==> config.mk <==
export PLATFORM = sky130hd
export DESIGN_NAME = branch_jump_control
export DESIGN_NICKNAME = d
export VERILOG_FILES = /design/src/bjc_pkg.sv /design/src/flag_if.sv /design/src/branch_jump_control.sv /design/src/cond_eval.sv
export SDC_FILE = /design/constraint.sdc
export NUM_CORES = 1
export LEC_CHECK = 0
export BUFFER_PORTS_ARGS = -buffer_cell sky130_fd_sc_hd__buf_2
export CELL_PAD_IN_SITES_DETAIL_PLACEMENT = 0
export CELL_PAD_IN_SITES_GLOBAL_PLACEMENT = 1
export CORE_AREA = 2 2 160 130
export DETAILED_ROUTE_END_ITERATION = 8
export DIE_AREA = 0 0 162 132
export HOLD_SLACK_MARGIN = 0.05
export PLACE_DENSITY = 0.7
export SLEW_MARGIN = 20
export SYNTH_ARGS = -nofsm -noshare
export SYNTH_HDL_FRONTEND = slang
export SYNTH_SLANG_ARGS = --single-unit
==> constraint.sdc <==
create_clock -name clk -period 4.4 [get_ports clk]
set_input_delay 0.22 -clock clk [delete_from_list [all_inputs] [get_ports clk]]
set_output_delay 0.22 -clock clk [all_outputs]
set_load 0.02 [all_outputs]
==> src/bjc_pkg.sv <==
// Functional notes
// RL1: Signed ge/lt branch on N xor V; conditional branches take 4 states.
// RL2: V and N single-flag tests; greater-than/less-or-equal use Z or (N xor V).
// RL3: Register-indirect jump loads full 16-bit register; 4 states.
// RL4: Absolute jump loads 16-bit address from instruction; 6 states.
// RL5: Memory-indirect jump reads word at 8-bit address; 8 states.
// RL6: Subroutine branch: SP minus 2, push PC, add displacement; 6 states.
// RL7: Never-taken advances PC by two; always-taken adds displacement.
// RL8: Higher/lower-or-same use C or Z; carry and equal tests single flag.
// RL9: Flags from last completed instruction; untaken branch goes to next.
package bjc_pkg;
  localparam int BRANCH_STATES = 4;
  localparam int JMP_REG_STATES = 4;
  localparam int JMP_ABS_STATES = 6;
  localparam int JMP_MEM_STATES = 8;
  localparam int CALL_STATES = 6;
  localparam int ACCESS_STATE = 2;
  localparam logic [15:0] INSN_STEP = 16'h0002;
  localparam logic [15:0] SP_STEP = 16'h0002;
  localparam logic [15:0] PC_RESET = 16'h0000;
  localparam logic [15:0] SP_RESET = 16'h0000;

  typedef enum logic [3:0] {
    COND_ALWAYS, COND_NEVER, COND_HI, COND_LS, COND_CC, COND_CS,
    COND_NE, COND_EQ, COND_VC, COND_VS, COND_PL, COND_MI,
    COND_GE, COND_LT, COND_GT, COND_LE
  } cond_t;

  typedef enum logic [2:0] {
    OP_BRANCH, OP_JMP_REG, OP_JMP_ABS, OP_JMP_MEM, OP_CALL
  } op_t;
endpackage : bjc_pkg

==> src/flag_if.sv <==
`timescale 1ns/100ps
interface flag_if;
  logic n;
  logic z;
  logic v;
  logic c;
  bjc_pkg::cond_t cond;
  logic taken;
  modport eval (input n, z, v, c, cond, output taken);
  modport user (output n, z, v, c, cond, input taken);
endinterface : flag_if

==> src/branch_jump_control.sv <==
`timescale 1ns/100ps
module branch_jump_control (
  input wire logic clk,
  input wire logic rst_b,
  input wire logic ce,
  input wire logic start,
  input wire bjc_pkg::op_t op,
  input wire bjc_pkg::cond_t cond,
  input wire logic [7:0] disp,
  input wire logic [15:0] abs_addr,
  input wire logic [7:0] mem_addr,
  input wire logic [15:0] reg_value,
  input wire logic [3:0] ccr_nzvc,
  input wire logic [15:0] mem_rdata,
  output logic [15:0] pc,
  output logic [15:0] sp,
  output logic mem_rd,
  output logic [15:0] mem_addr_out,
  output logic mem_wr,
  output logic [15:0] mem_wdata,
  output logic busy,
  output logic done
);
  import bjc_pkg::*;

  // ------------------------------------------------------------
  // Condition evaluation
  // ------------------------------------------------------------
  // Combinational; its answer only counts at the take edge
  flag_if fl ();
  cond_eval u_eval (.fl(fl));

  logic [3:0] flags;
  op_t cur_op;
  logic [7:0] cur_disp;
  logic [15:0] cur_abs;
  logic [7:0] cur_maddr;
  logic [15:0] cur_reg;
  logic [3:0] cnt;
  logic [3:0] len;
  logic taken_q;

  typedef enum logic [0:0] {IDLE, EXEC} state_t;
  state_t state;

  // RL9 flags sampled at start
  assign fl.n = flags[3];
  assign fl.z = flags[2];
  assign fl.v = flags[1];
  assign fl.c = flags[0];
  assign fl.cond = cond;

  function automatic logic [15:0] rel_target(input logic [15:0] p,
                                             input logic [7:0] d);
    // Displacement is relative to the following instruction
    rel_target = p + INSN_STEP + {{8{d[7]}}, d};
  endfunction : rel_target

  // State count per operation; the sequencer stops when it is reached
  function automatic logic [3:0] op_len(input op_t o);
    case (o)
      // RL1 branch states
      OP_BRANCH: op_len = 4'(BRANCH_STATES);
      // RL3 register jump states
      OP_JMP_REG: op_len = 4'(JMP_REG_STATES);
      // RL4 absolute jump states
      OP_JMP_ABS: op_len = 4'(JMP_ABS_STATES);
      // RL5 memory jump states
      OP_JMP_MEM: op_len = 4'(JMP_MEM_STATES);
      // RL6 call states
      OP_CALL: op_len = 4'(CALL_STATES);
      default: op_len = 4'(BRANCH_STATES);
    endcase
  endfunction : op_len

  assign flags = ccr_nzvc;

  // ------------------------------------------------------------
  // State decoding shared by the update processes
  // ------------------------------------------------------------
  // Memory traffic sits in one fixed state, well before the last one,
  // so the push or fetch never collides with the pc update.
  function automatic logic in_access(input state_t s,
                                     input logic [3:0] c);
    in_access = (s == EXEC) && (c == 4'(ACCESS_STATE));
  endfunction : in_access

  function automatic logic in_last(input state_t s,
                                   input logic [3:0] c,
                                   input logic [3:0] l);
    in_last = (s == EXEC) && (c == l);
  endfunction : in_last

  logic access_now;
  logic last_now;

  assign access_now = in_access(state, cnt);
  assign last_now = in_last(state, cnt, len);

  // ------------------------------------------------------------
  // Sequencing
  // ------------------------------------------------------------
  always_ff @(posedge clk) begin
    if (!rst_b) begin
      state <= IDLE;
      cnt <= 4'h0;
      len <= 4'h0;
      busy <= 1'b0;
      done <= 1'b0;
      cur_op <= OP_BRANCH;
      cur_disp <= 8'h00;
      cur_abs <= 16'h0000;
      cur_maddr <= 8'h00;
      cur_reg <= 16'h0000;
      taken_q <= 1'b0;
    end else if (ce) begin
      done <= 1'b0;
      case (state)
        IDLE: begin
          // A request while busy never reaches here and is simply lost
          if (start) begin
            state <= EXEC;
            busy <= 1'b1;
            cnt <= 4'h1;
            len <= op_len(op);
            // Operands are latched so the requester may change them at once
            cur_op <= op;
            cur_disp <= disp;
            cur_abs <= abs_addr;
            cur_maddr <= mem_addr;
            cur_reg <= reg_value;
            taken_q <= fl.taken;
          end
        end
        EXEC: begin
          // The longest sequence is 8 states, inside the 4-bit counter
          cnt <= cnt + 4'h1;
          if (last_now) begin
            state <= IDLE;
            busy <= 1'b0;
            done <= 1'b1;
          end
        end
        default: state <= IDLE;
      endcase
    end
  end

  // ------------------------------------------------------------
  // Memory port: indirect word fetch and return address push
  // ------------------------------------------------------------
  always_ff @(posedge clk) begin
    if (!rst_b) begin
      mem_rd <= 1'b0;
      mem_wr <= 1'b0;
      mem_addr_out <= 16'h0000;
      mem_wdata <= 16'h0000;
    end else if (ce) begin
      mem_rd <= 1'b0;
      mem_wr <= 1'b0;
      // Address and data stand until the next access for a slow memory
      if (access_now) begin
        if (cur_op == OP_JMP_MEM) begin
          // RL5 indirect read
          mem_rd <= 1'b1;
          mem_addr_out <= {8'h00, cur_maddr};
        end else if (cur_op == OP_CALL) begin
          // RL6 push return address
          mem_wr <= 1'b1;
          mem_addr_out <= sp - SP_STEP;
          mem_wdata <= pc + INSN_STEP;
        end
      end
    end
  end

  // ------------------------------------------------------------
  // Stack pointer
  // ------------------------------------------------------------
  always_ff @(posedge clk) begin
    if (!rst_b) begin
      sp <= SP_RESET;
    end else if (ce) begin
      // Moves in the push state, so the written address is the new top
      // RL6 stack decrement
      if (access_now && cur_op == OP_CALL) begin
        sp <= sp - SP_STEP;
      end
    end
  end

  // ------------------------------------------------------------
  // Program counter, updated on the last state
  // ------------------------------------------------------------
  // Memory data is sampled on the last state, so the read latency may be
  // up to several cycles without extra handshaking.
  always_ff @(posedge clk) begin
    if (!rst_b) begin
      pc <= PC_RESET;
    end else if (ce && last_now) begin
      case (cur_op)
        OP_BRANCH: begin
          // RL7 taken or next
          // RL9 untaken continues
          if (taken_q) begin
            pc <= rel_target(pc, cur_disp);
          end else begin
            pc <= pc + INSN_STEP;
          end
        end
        // RL3 register target
        OP_JMP_REG: pc <= cur_reg;
        // RL4 absolute target
        OP_JMP_ABS: pc <= cur_abs;
        // RL5 loaded word
        OP_JMP_MEM: pc <= mem_rdata;
        // RL6 relative call
        OP_CALL: pc <= rel_target(pc, cur_disp);
        default: pc <= pc;
      endcase
    end
  end
endmodule : branch_jump_control

==> src/cond_eval.sv <==
`timescale 1ns/100ps
module cond_eval (
  flag_if.eval fl
);
  import bjc_pkg::*;
  always_comb begin
    case (fl.cond)
      // RL7 always and never
      COND_ALWAYS: fl.taken = 1'b1;
      COND_NEVER: fl.taken = 1'b0;
      // RL8 carry or zero
      COND_HI: fl.taken = ~(fl.c | fl.z);
      COND_LS: fl.taken = fl.c | fl.z;
      COND_CC: fl.taken = ~fl.c;
      COND_CS: fl.taken = fl.c;
      COND_NE: fl.taken = ~fl.z;
      COND_EQ: fl.taken = fl.z;
      // RL2 single flag tests
      COND_VC: fl.taken = ~fl.v;
      COND_VS: fl.taken = fl.v;
      COND_PL: fl.taken = ~fl.n;
      COND_MI: fl.taken = fl.n;
      // RL1 signed compare
      COND_GE: fl.taken = ~(fl.n ^ fl.v);
      COND_LT: fl.taken = fl.n ^ fl.v;
      // RL2 signed greater
      COND_GT: fl.taken = ~(fl.z | (fl.n ^ fl.v));
      COND_LE: fl.taken = fl.z | (fl.n ^ fl.v);
      default: fl.taken = 1'b0;
    endcase
  end
endmodule : cond_eval

[After elaboration in Yosys (flattened, before gate mapping)]
Index checks and enable logic that the tools add are counted.
Word-level totals
  output and inout port bits: 68
  memories kept: 0
  input bits: 79
  word-level logic and storage cells: 96
  bits in writable memories: 0
  bits in latches: 0
  register bits: 129
  ROM bits: 0
Cells by class
  div/mod/pow operators: 0
  muxes and demuxes: 21
  bitwise logic cells: 12
  equal/unequal tests: 26
  multiply operators: 0
  order comparisons: 0
  add/subtract/negate cells: 4
  reduce and logical (&&, ||, !) cells: 16
  shift operators: 0
Operators with widths (count)
  one-hot mux 16 bit (5 select lines): 1
  two-way mux 16 bit: 3
  equality test 4 bit, second input constant: 8
  adder 16 bit: 1
  adder 16 x 2 -> 16 bit, second input constant: 1
  equality test 4 x 3 -> 1 bit, second input constant: 4
  one-hot mux 1 bit (16 select lines): 1
  one-hot mux 4 bit (2 select lines): 2
  subtractor 16 x 2 -> 16 bit, second input constant: 1
  equality test 3 x 2 -> 1 bit, second input constant: 4
  equality test 4 x 2 -> 1 bit, second input constant: 3
  two-way mux 1 bit: 11
  NOT 1 bit: 9
  AND reduction 3 bit: 3
  equality test 3 bit, second input constant: 2
  AND reduction 2 bit: 3
  nonzero test 5 bit: 1
  adder 4 x 1 -> 4 bit, second input constant: 1
  equality test 4 x 1 -> 1 bit, second input constant: 1
  equality test 4 bit: 1
  logical AND 1 bit: 4
  logical NOT 4 bit: 1
  two-way mux 4 bit: 1
  one-hot mux 1 bit (2 select lines): 2
  9 further kinds: 10

[Logic depth before layout (Yosys ltp)]
  depth after elaboration: 4
  mapped depth: 14
  depth with buffers taken out: 13

[By module]
From an unflattened synthesis, not the netlist that was laid out.
Unflattened totals
  cell total of the unflattened synthesis: 833
  area total of the unflattened synthesis: 6592.6 µm²
By module, submodules not included
  branch_jump_control: area an instance 6513.7 µm², cells an instance 823, instances 1
  cond_eval: area an instance 78.8 µm², cells an instance 10, instances 1

[Least setup slack after synthesis]
Ideal clock, no wire load.
  kind: register to register
  start point: register pc[3]
  end point: register pc[15]
  cell stages (with the launch flop): 15
  clock period less this slack: 3.434 ns
  arrival time: 3.319 ns
  slack: 0.966 ns
  data required time: 4.285 ns
  buffers on the path: 1
  cell sequence: dfxtp_1 -> and4_1 -> nand4_1 -> nor2_1 -> xor2_1 -> ha_1 -> clkbuf_1 -> a21oi_1 -> nand3_1 -> nor3b_1 -> nor2_1 -> a311oi_1 -> xor2_1 -> or4_1 -> and3_1
On the way
  cells in the longest elaborated chain, start to end: 4
Ends and longest elaborated chain
  from (decl): RTL line branch_jump_control.sv:15  | output logic [15:0] pc,
  from (signal assigned): RTL line branch_jump_control.sv:206  | pc <= rel_target(pc, cur_disp);
  from (signal assigned): RTL line branch_jump_control.sv:208  | pc <= pc + INSN_STEP;
  from (signal assigned): RTL line branch_jump_control.sv:212  | OP_JMP_REG: pc <= cur_reg;
  adder 16 x 2 -> 16 bit (*): RTL line branch_jump_control.sv:56, branch_jump_control.sv:208
  adder 16 bit: RTL line branch_jump_control.sv:56  | rel_target = p + INSN_STEP + {{8{d[7]}}, d};
  two-way mux 16 bit: RTL line branch_jump_control.sv:205  | if (taken_q) begin
  one-hot mux 16 bit (5 select lines) (*): RTL line branch_jump_control.sv:201  | case (cur_op)
Every way passes the cells marked *; elsewhere a longest branch is shown, timed or not.
A chain may end at the register's enable or synchronous reset.

[Final worst setup path]
Ends and elaborated chain as after synthesis.

==> flow_summary_export.csv <==
group,metric,value,unit
job,max-cap-violations,0,
route,post_drt_wl_per_cell,16.5,um
route,vias,6461,
synth,synth_cells,851,
die,die_area,21400,um2
worst_setup_path,critPathBufInv,0,
worst_setup_path,crit_family,"simple AND/OR/NAND/NOR gates",
synth,yosys.cell_types.count,59,
cts,cts_tree,"yes",
status,outcome,"finished, final reports clean",
global_routing,grt_pass1_wl,33500,um
power_and_ir_drop,vdd.ir_drop.worst,0.000172,V
die,rows,46,
placed_design,port_buffers,145,
layout,final_cells,1282,
placed_design,placed_area,7770,um2
cts,cts_sinks,127,
cts,cts_resized,0,
die,start_util,34.7,%
timing,tightestPinTransition,847,ps
die,ios,147,
route,final_antenna_net_count,0,
synth,netlist_area,6830,um2
worst_setup_path,cp_cell_sequence,"and4_1 -> nand4_1 -> nor2_1 -> xor2_1 -> ha_1 -> a21oi_1 -> nand3_1 -> nor3b_1 -> nor2_1 -> a311oi_1 -> xor2_1 -> or4_1 -> and3_1",
power_and_ir_drop,p_per_area,339,nW/um2
synth,yosysWarningCount,0,
route,vias_per_cell,5.04,
placed_design,place_congestion,0.846,
worst_setup_path,crit_slowest_cell,"dfxtp_1",
timing,slew_violations,0,
power_and_ir_drop,leakage,3.79,nW
placed_design,dp.cells,1221,
layout,fin_nets,1109,
cts,cts_htree_levels,4,
layout,synthToLayoutAreaGrowth,26.6,%
global_routing,grt_max_degree,51,
worst_setup_path,slowest_delay,430,ps
synth,synth_edf_count,0,
global_routing,grt_pass1_vias,6117,
synth,yosysSeqAreaShare,37.2,%
timing,skew,8.25,ps
layout,drive_gt1_share,21.8,%
timing,fin_tns_setup,0,ps
timing,hold_viol,0,
worst_setup_path,cp.arrival,4100,ps
cts,clkLatencyLatePin,420,ps
timing,finalWorstPathRequiredPeriod,3790,ps
timing,setup_viol,0,
worst_hold_path,hold_class,"primary input to flop",
synth,ys_ff_latch,127,
timing,fmax,264,MHz
route,firstDrtPassIters,5,
global_routing,overflow,0,
cts,cts_root_buffer,"clkbuf_16",
cts,cts.clk_slew.worst_paths,60,ps
timing,hold-worst-slack,67.5,ps
worst_setup_path,worstSetupEndpointType,"flop",
die,core_region_area,19700,um2
timing,rsz0062_at_grt,"false",
timing,fin_crit_sh,86.1,%
synth,ys.flop_type,"dfxtp_1",
worst_setup_path,required,4710,ps
route,wl,21200,um
timing,relSlewSlack,43.5,%
worst_setup_path,cp-start-kind,"flop",
global_routing,grt.total_usage,20.0,%
die,die_h,132,um
worst_setup_path,critical_path_class,"flop to flop",
cts,numCtsBuffers,17,
die,die_w,162,um
placed_design,dp.final_hpwl,15500,um
worst_setup_path,critical_path.max_fanout,8,
synth,syn-num-nets,954,
route,drt_iter0_drc,444,
synth,synth_area_per_cell,8.02,um2
route,drc,0,
global_routing,antenna_found_initial,3,
layout,n_antenna_cell,0,
cts,clockBufferDepth,2,
layout,final_area,8650,um2
synth,async_flop_share,0,%
==> layer usage <==
layer	vias to the layer above	share of wire, %	global-route usage [%]
li1	3259	-	-
met1	2986	52	29.9
met2	190	40	28.6
met3	22	6.8	5.13
met4	4	1.0	4.67
met5	-	0.099	0
==> path summary, 6_finish.rpt <==
| kind | startpoint | endpoint | slack (ps) | depth (start not counted) |
|---|---|---|---|---|
| worst max-delay path | pc[3] | pc[15] | 610 | 13 |
| worst min-delay path | reg_value[1] | cur_reg[1] | 70 | 3 |
| worst max register to register | pc[3] | pc[15] | 610 | 13 |
| worst min register to register | cur_reg[7] | cur_reg[7] | 450 | 2 |
==> cell families (layout without fill, tap and decap cells) <==
| family | count (synthesis) | in the layout | share of synthesized area, % |
|---|---|---|---|
| other cells | 1 | 1 | 0.0549 |
| compound gates | 221 | 221 | 21.0 |
| fa+ha+maj | 24 | 24 | 4.51 |
| xor+xnor | 52 | 52 | 6.67 |
| mux | 24 | 24 | 3.85 |
| flops | 127 | 127 | 37.2 |
| simple gates | 334 | 334 | 22.5 |
| buf+inv | 68 | 235 | 4.18 |
==> final cells by class <==
type                            count  area [um2]
Fill cell                        2083       11000
Clock inverter                     12         145
Inverter                           17        63.8
Tap cell                          264         330
Timing Repair Buffer              187        1120
Multi-Input combinational cell    656        4020
Clock buffer                       19         433
Sequential cell                   127        2540
==> report_power, final <==
part           switching [W]  internal (W)
registers          0.0000317       0.00118
logic               0.000179      0.000134
clock network       0.000522      0.000881
==> cell usage in the layout, fill, tap and decap left out, types with 7 or more instances in the layout <==
master / count
nand2_1: 154
buf_2: 145
dfxtp_1: 127
nor2_1: 72
a21oi_1: 66
a21boi_0: 38
o21ai_0: 37
dlygate4sd3_1: 30
xnor2_1: 28
xor2_1: 24
ha_1: 23
nor2b_1: 22
a22oi_1: 19
mux2_2: 18
nand3_1: 18
inv_1: 17
clkbuf_16: 17
nor3_1: 14
buf_4: 12
a211oi_1: 11
nor3b_1: 9
nand2b_1: 7
==> worst register-to-register path, stage by stage (launching register included) <==
cell,delay [ps]
dfxtp_1,430
and4_1,310
nand4_1,200
nor2_1,170
xor2_1,340
ha_1,390
a21oi_1,350
nand3_1,120
nor3b_1,230
nor2_1,120
a311oi_1,320
xor2_1,120
or4_1,400
and3_1,180
==> cells in the mapped netlist (4+ instances only) <==
| master | instances | share of area [%] |
|---|---|---|
| a21oi_1 | 67 | 4.9 |
| a22o_1 | 4 | 0.51 |
| nand2_1 | 154 | 8.5 |
| nor2_1 | 73 | 4.0 |
| clkbuf_1 | 42 | 2.3 |
| o211a_1 | 6 | 0.88 |
| a211oi_1 | 11 | 1.2 |
| a21boi_0 | 38 | 4.2 |
| mux2i_1 | 6 | 0.88 |
| and2_1 | 4 | 0.37 |
| nor2b_1 | 23 | 2.1 |
| ha_1 | 23 | 4.2 |
| nor3b_1 | 9 | 0.99 |
| dfxtp_1 | 127 | 37 |
| or3_1 | 4 | 0.37 |
| a21o_1 | 6 | 0.66 |
| inv_1 | 17 | 0.93 |
| mux2_2 | 18 | 3.0 |
| xnor2_1 | 28 | 3.6 |
| nor3_1 | 14 | 1.0 |
| xor2_1 | 24 | 3.1 |
| nand4_1 | 6 | 0.55 |
| o21ai_0 | 37 | 2.7 |
| a22oi_1 | 19 | 2.1 |
| a31oi_1 | 4 | 0.37 |
| o22ai_1 | 4 | 0.37 |
| nand2b_1 | 7 | 0.64 |
| nand3_1 | 18 | 1.3 |
==> timing repair <==
action | CTS | global route
hold buffers | 30 | 0
setup buffers | 0 | 0
hold endpoints to repair | 30 | 0
==> per-stage QoR <==
step,total power [W],setup WS [ps],util (%)
finish,0.00293,613,43.9
global route,0.00305,393,43.9
CTS,0.00296,694,43.9
detailed placement,0.00153,722,39.5
global placement,0.00153,817,39.5
floorplan,0.00142,966,-
Note: power is estimated with default switching activity, not from simulation.
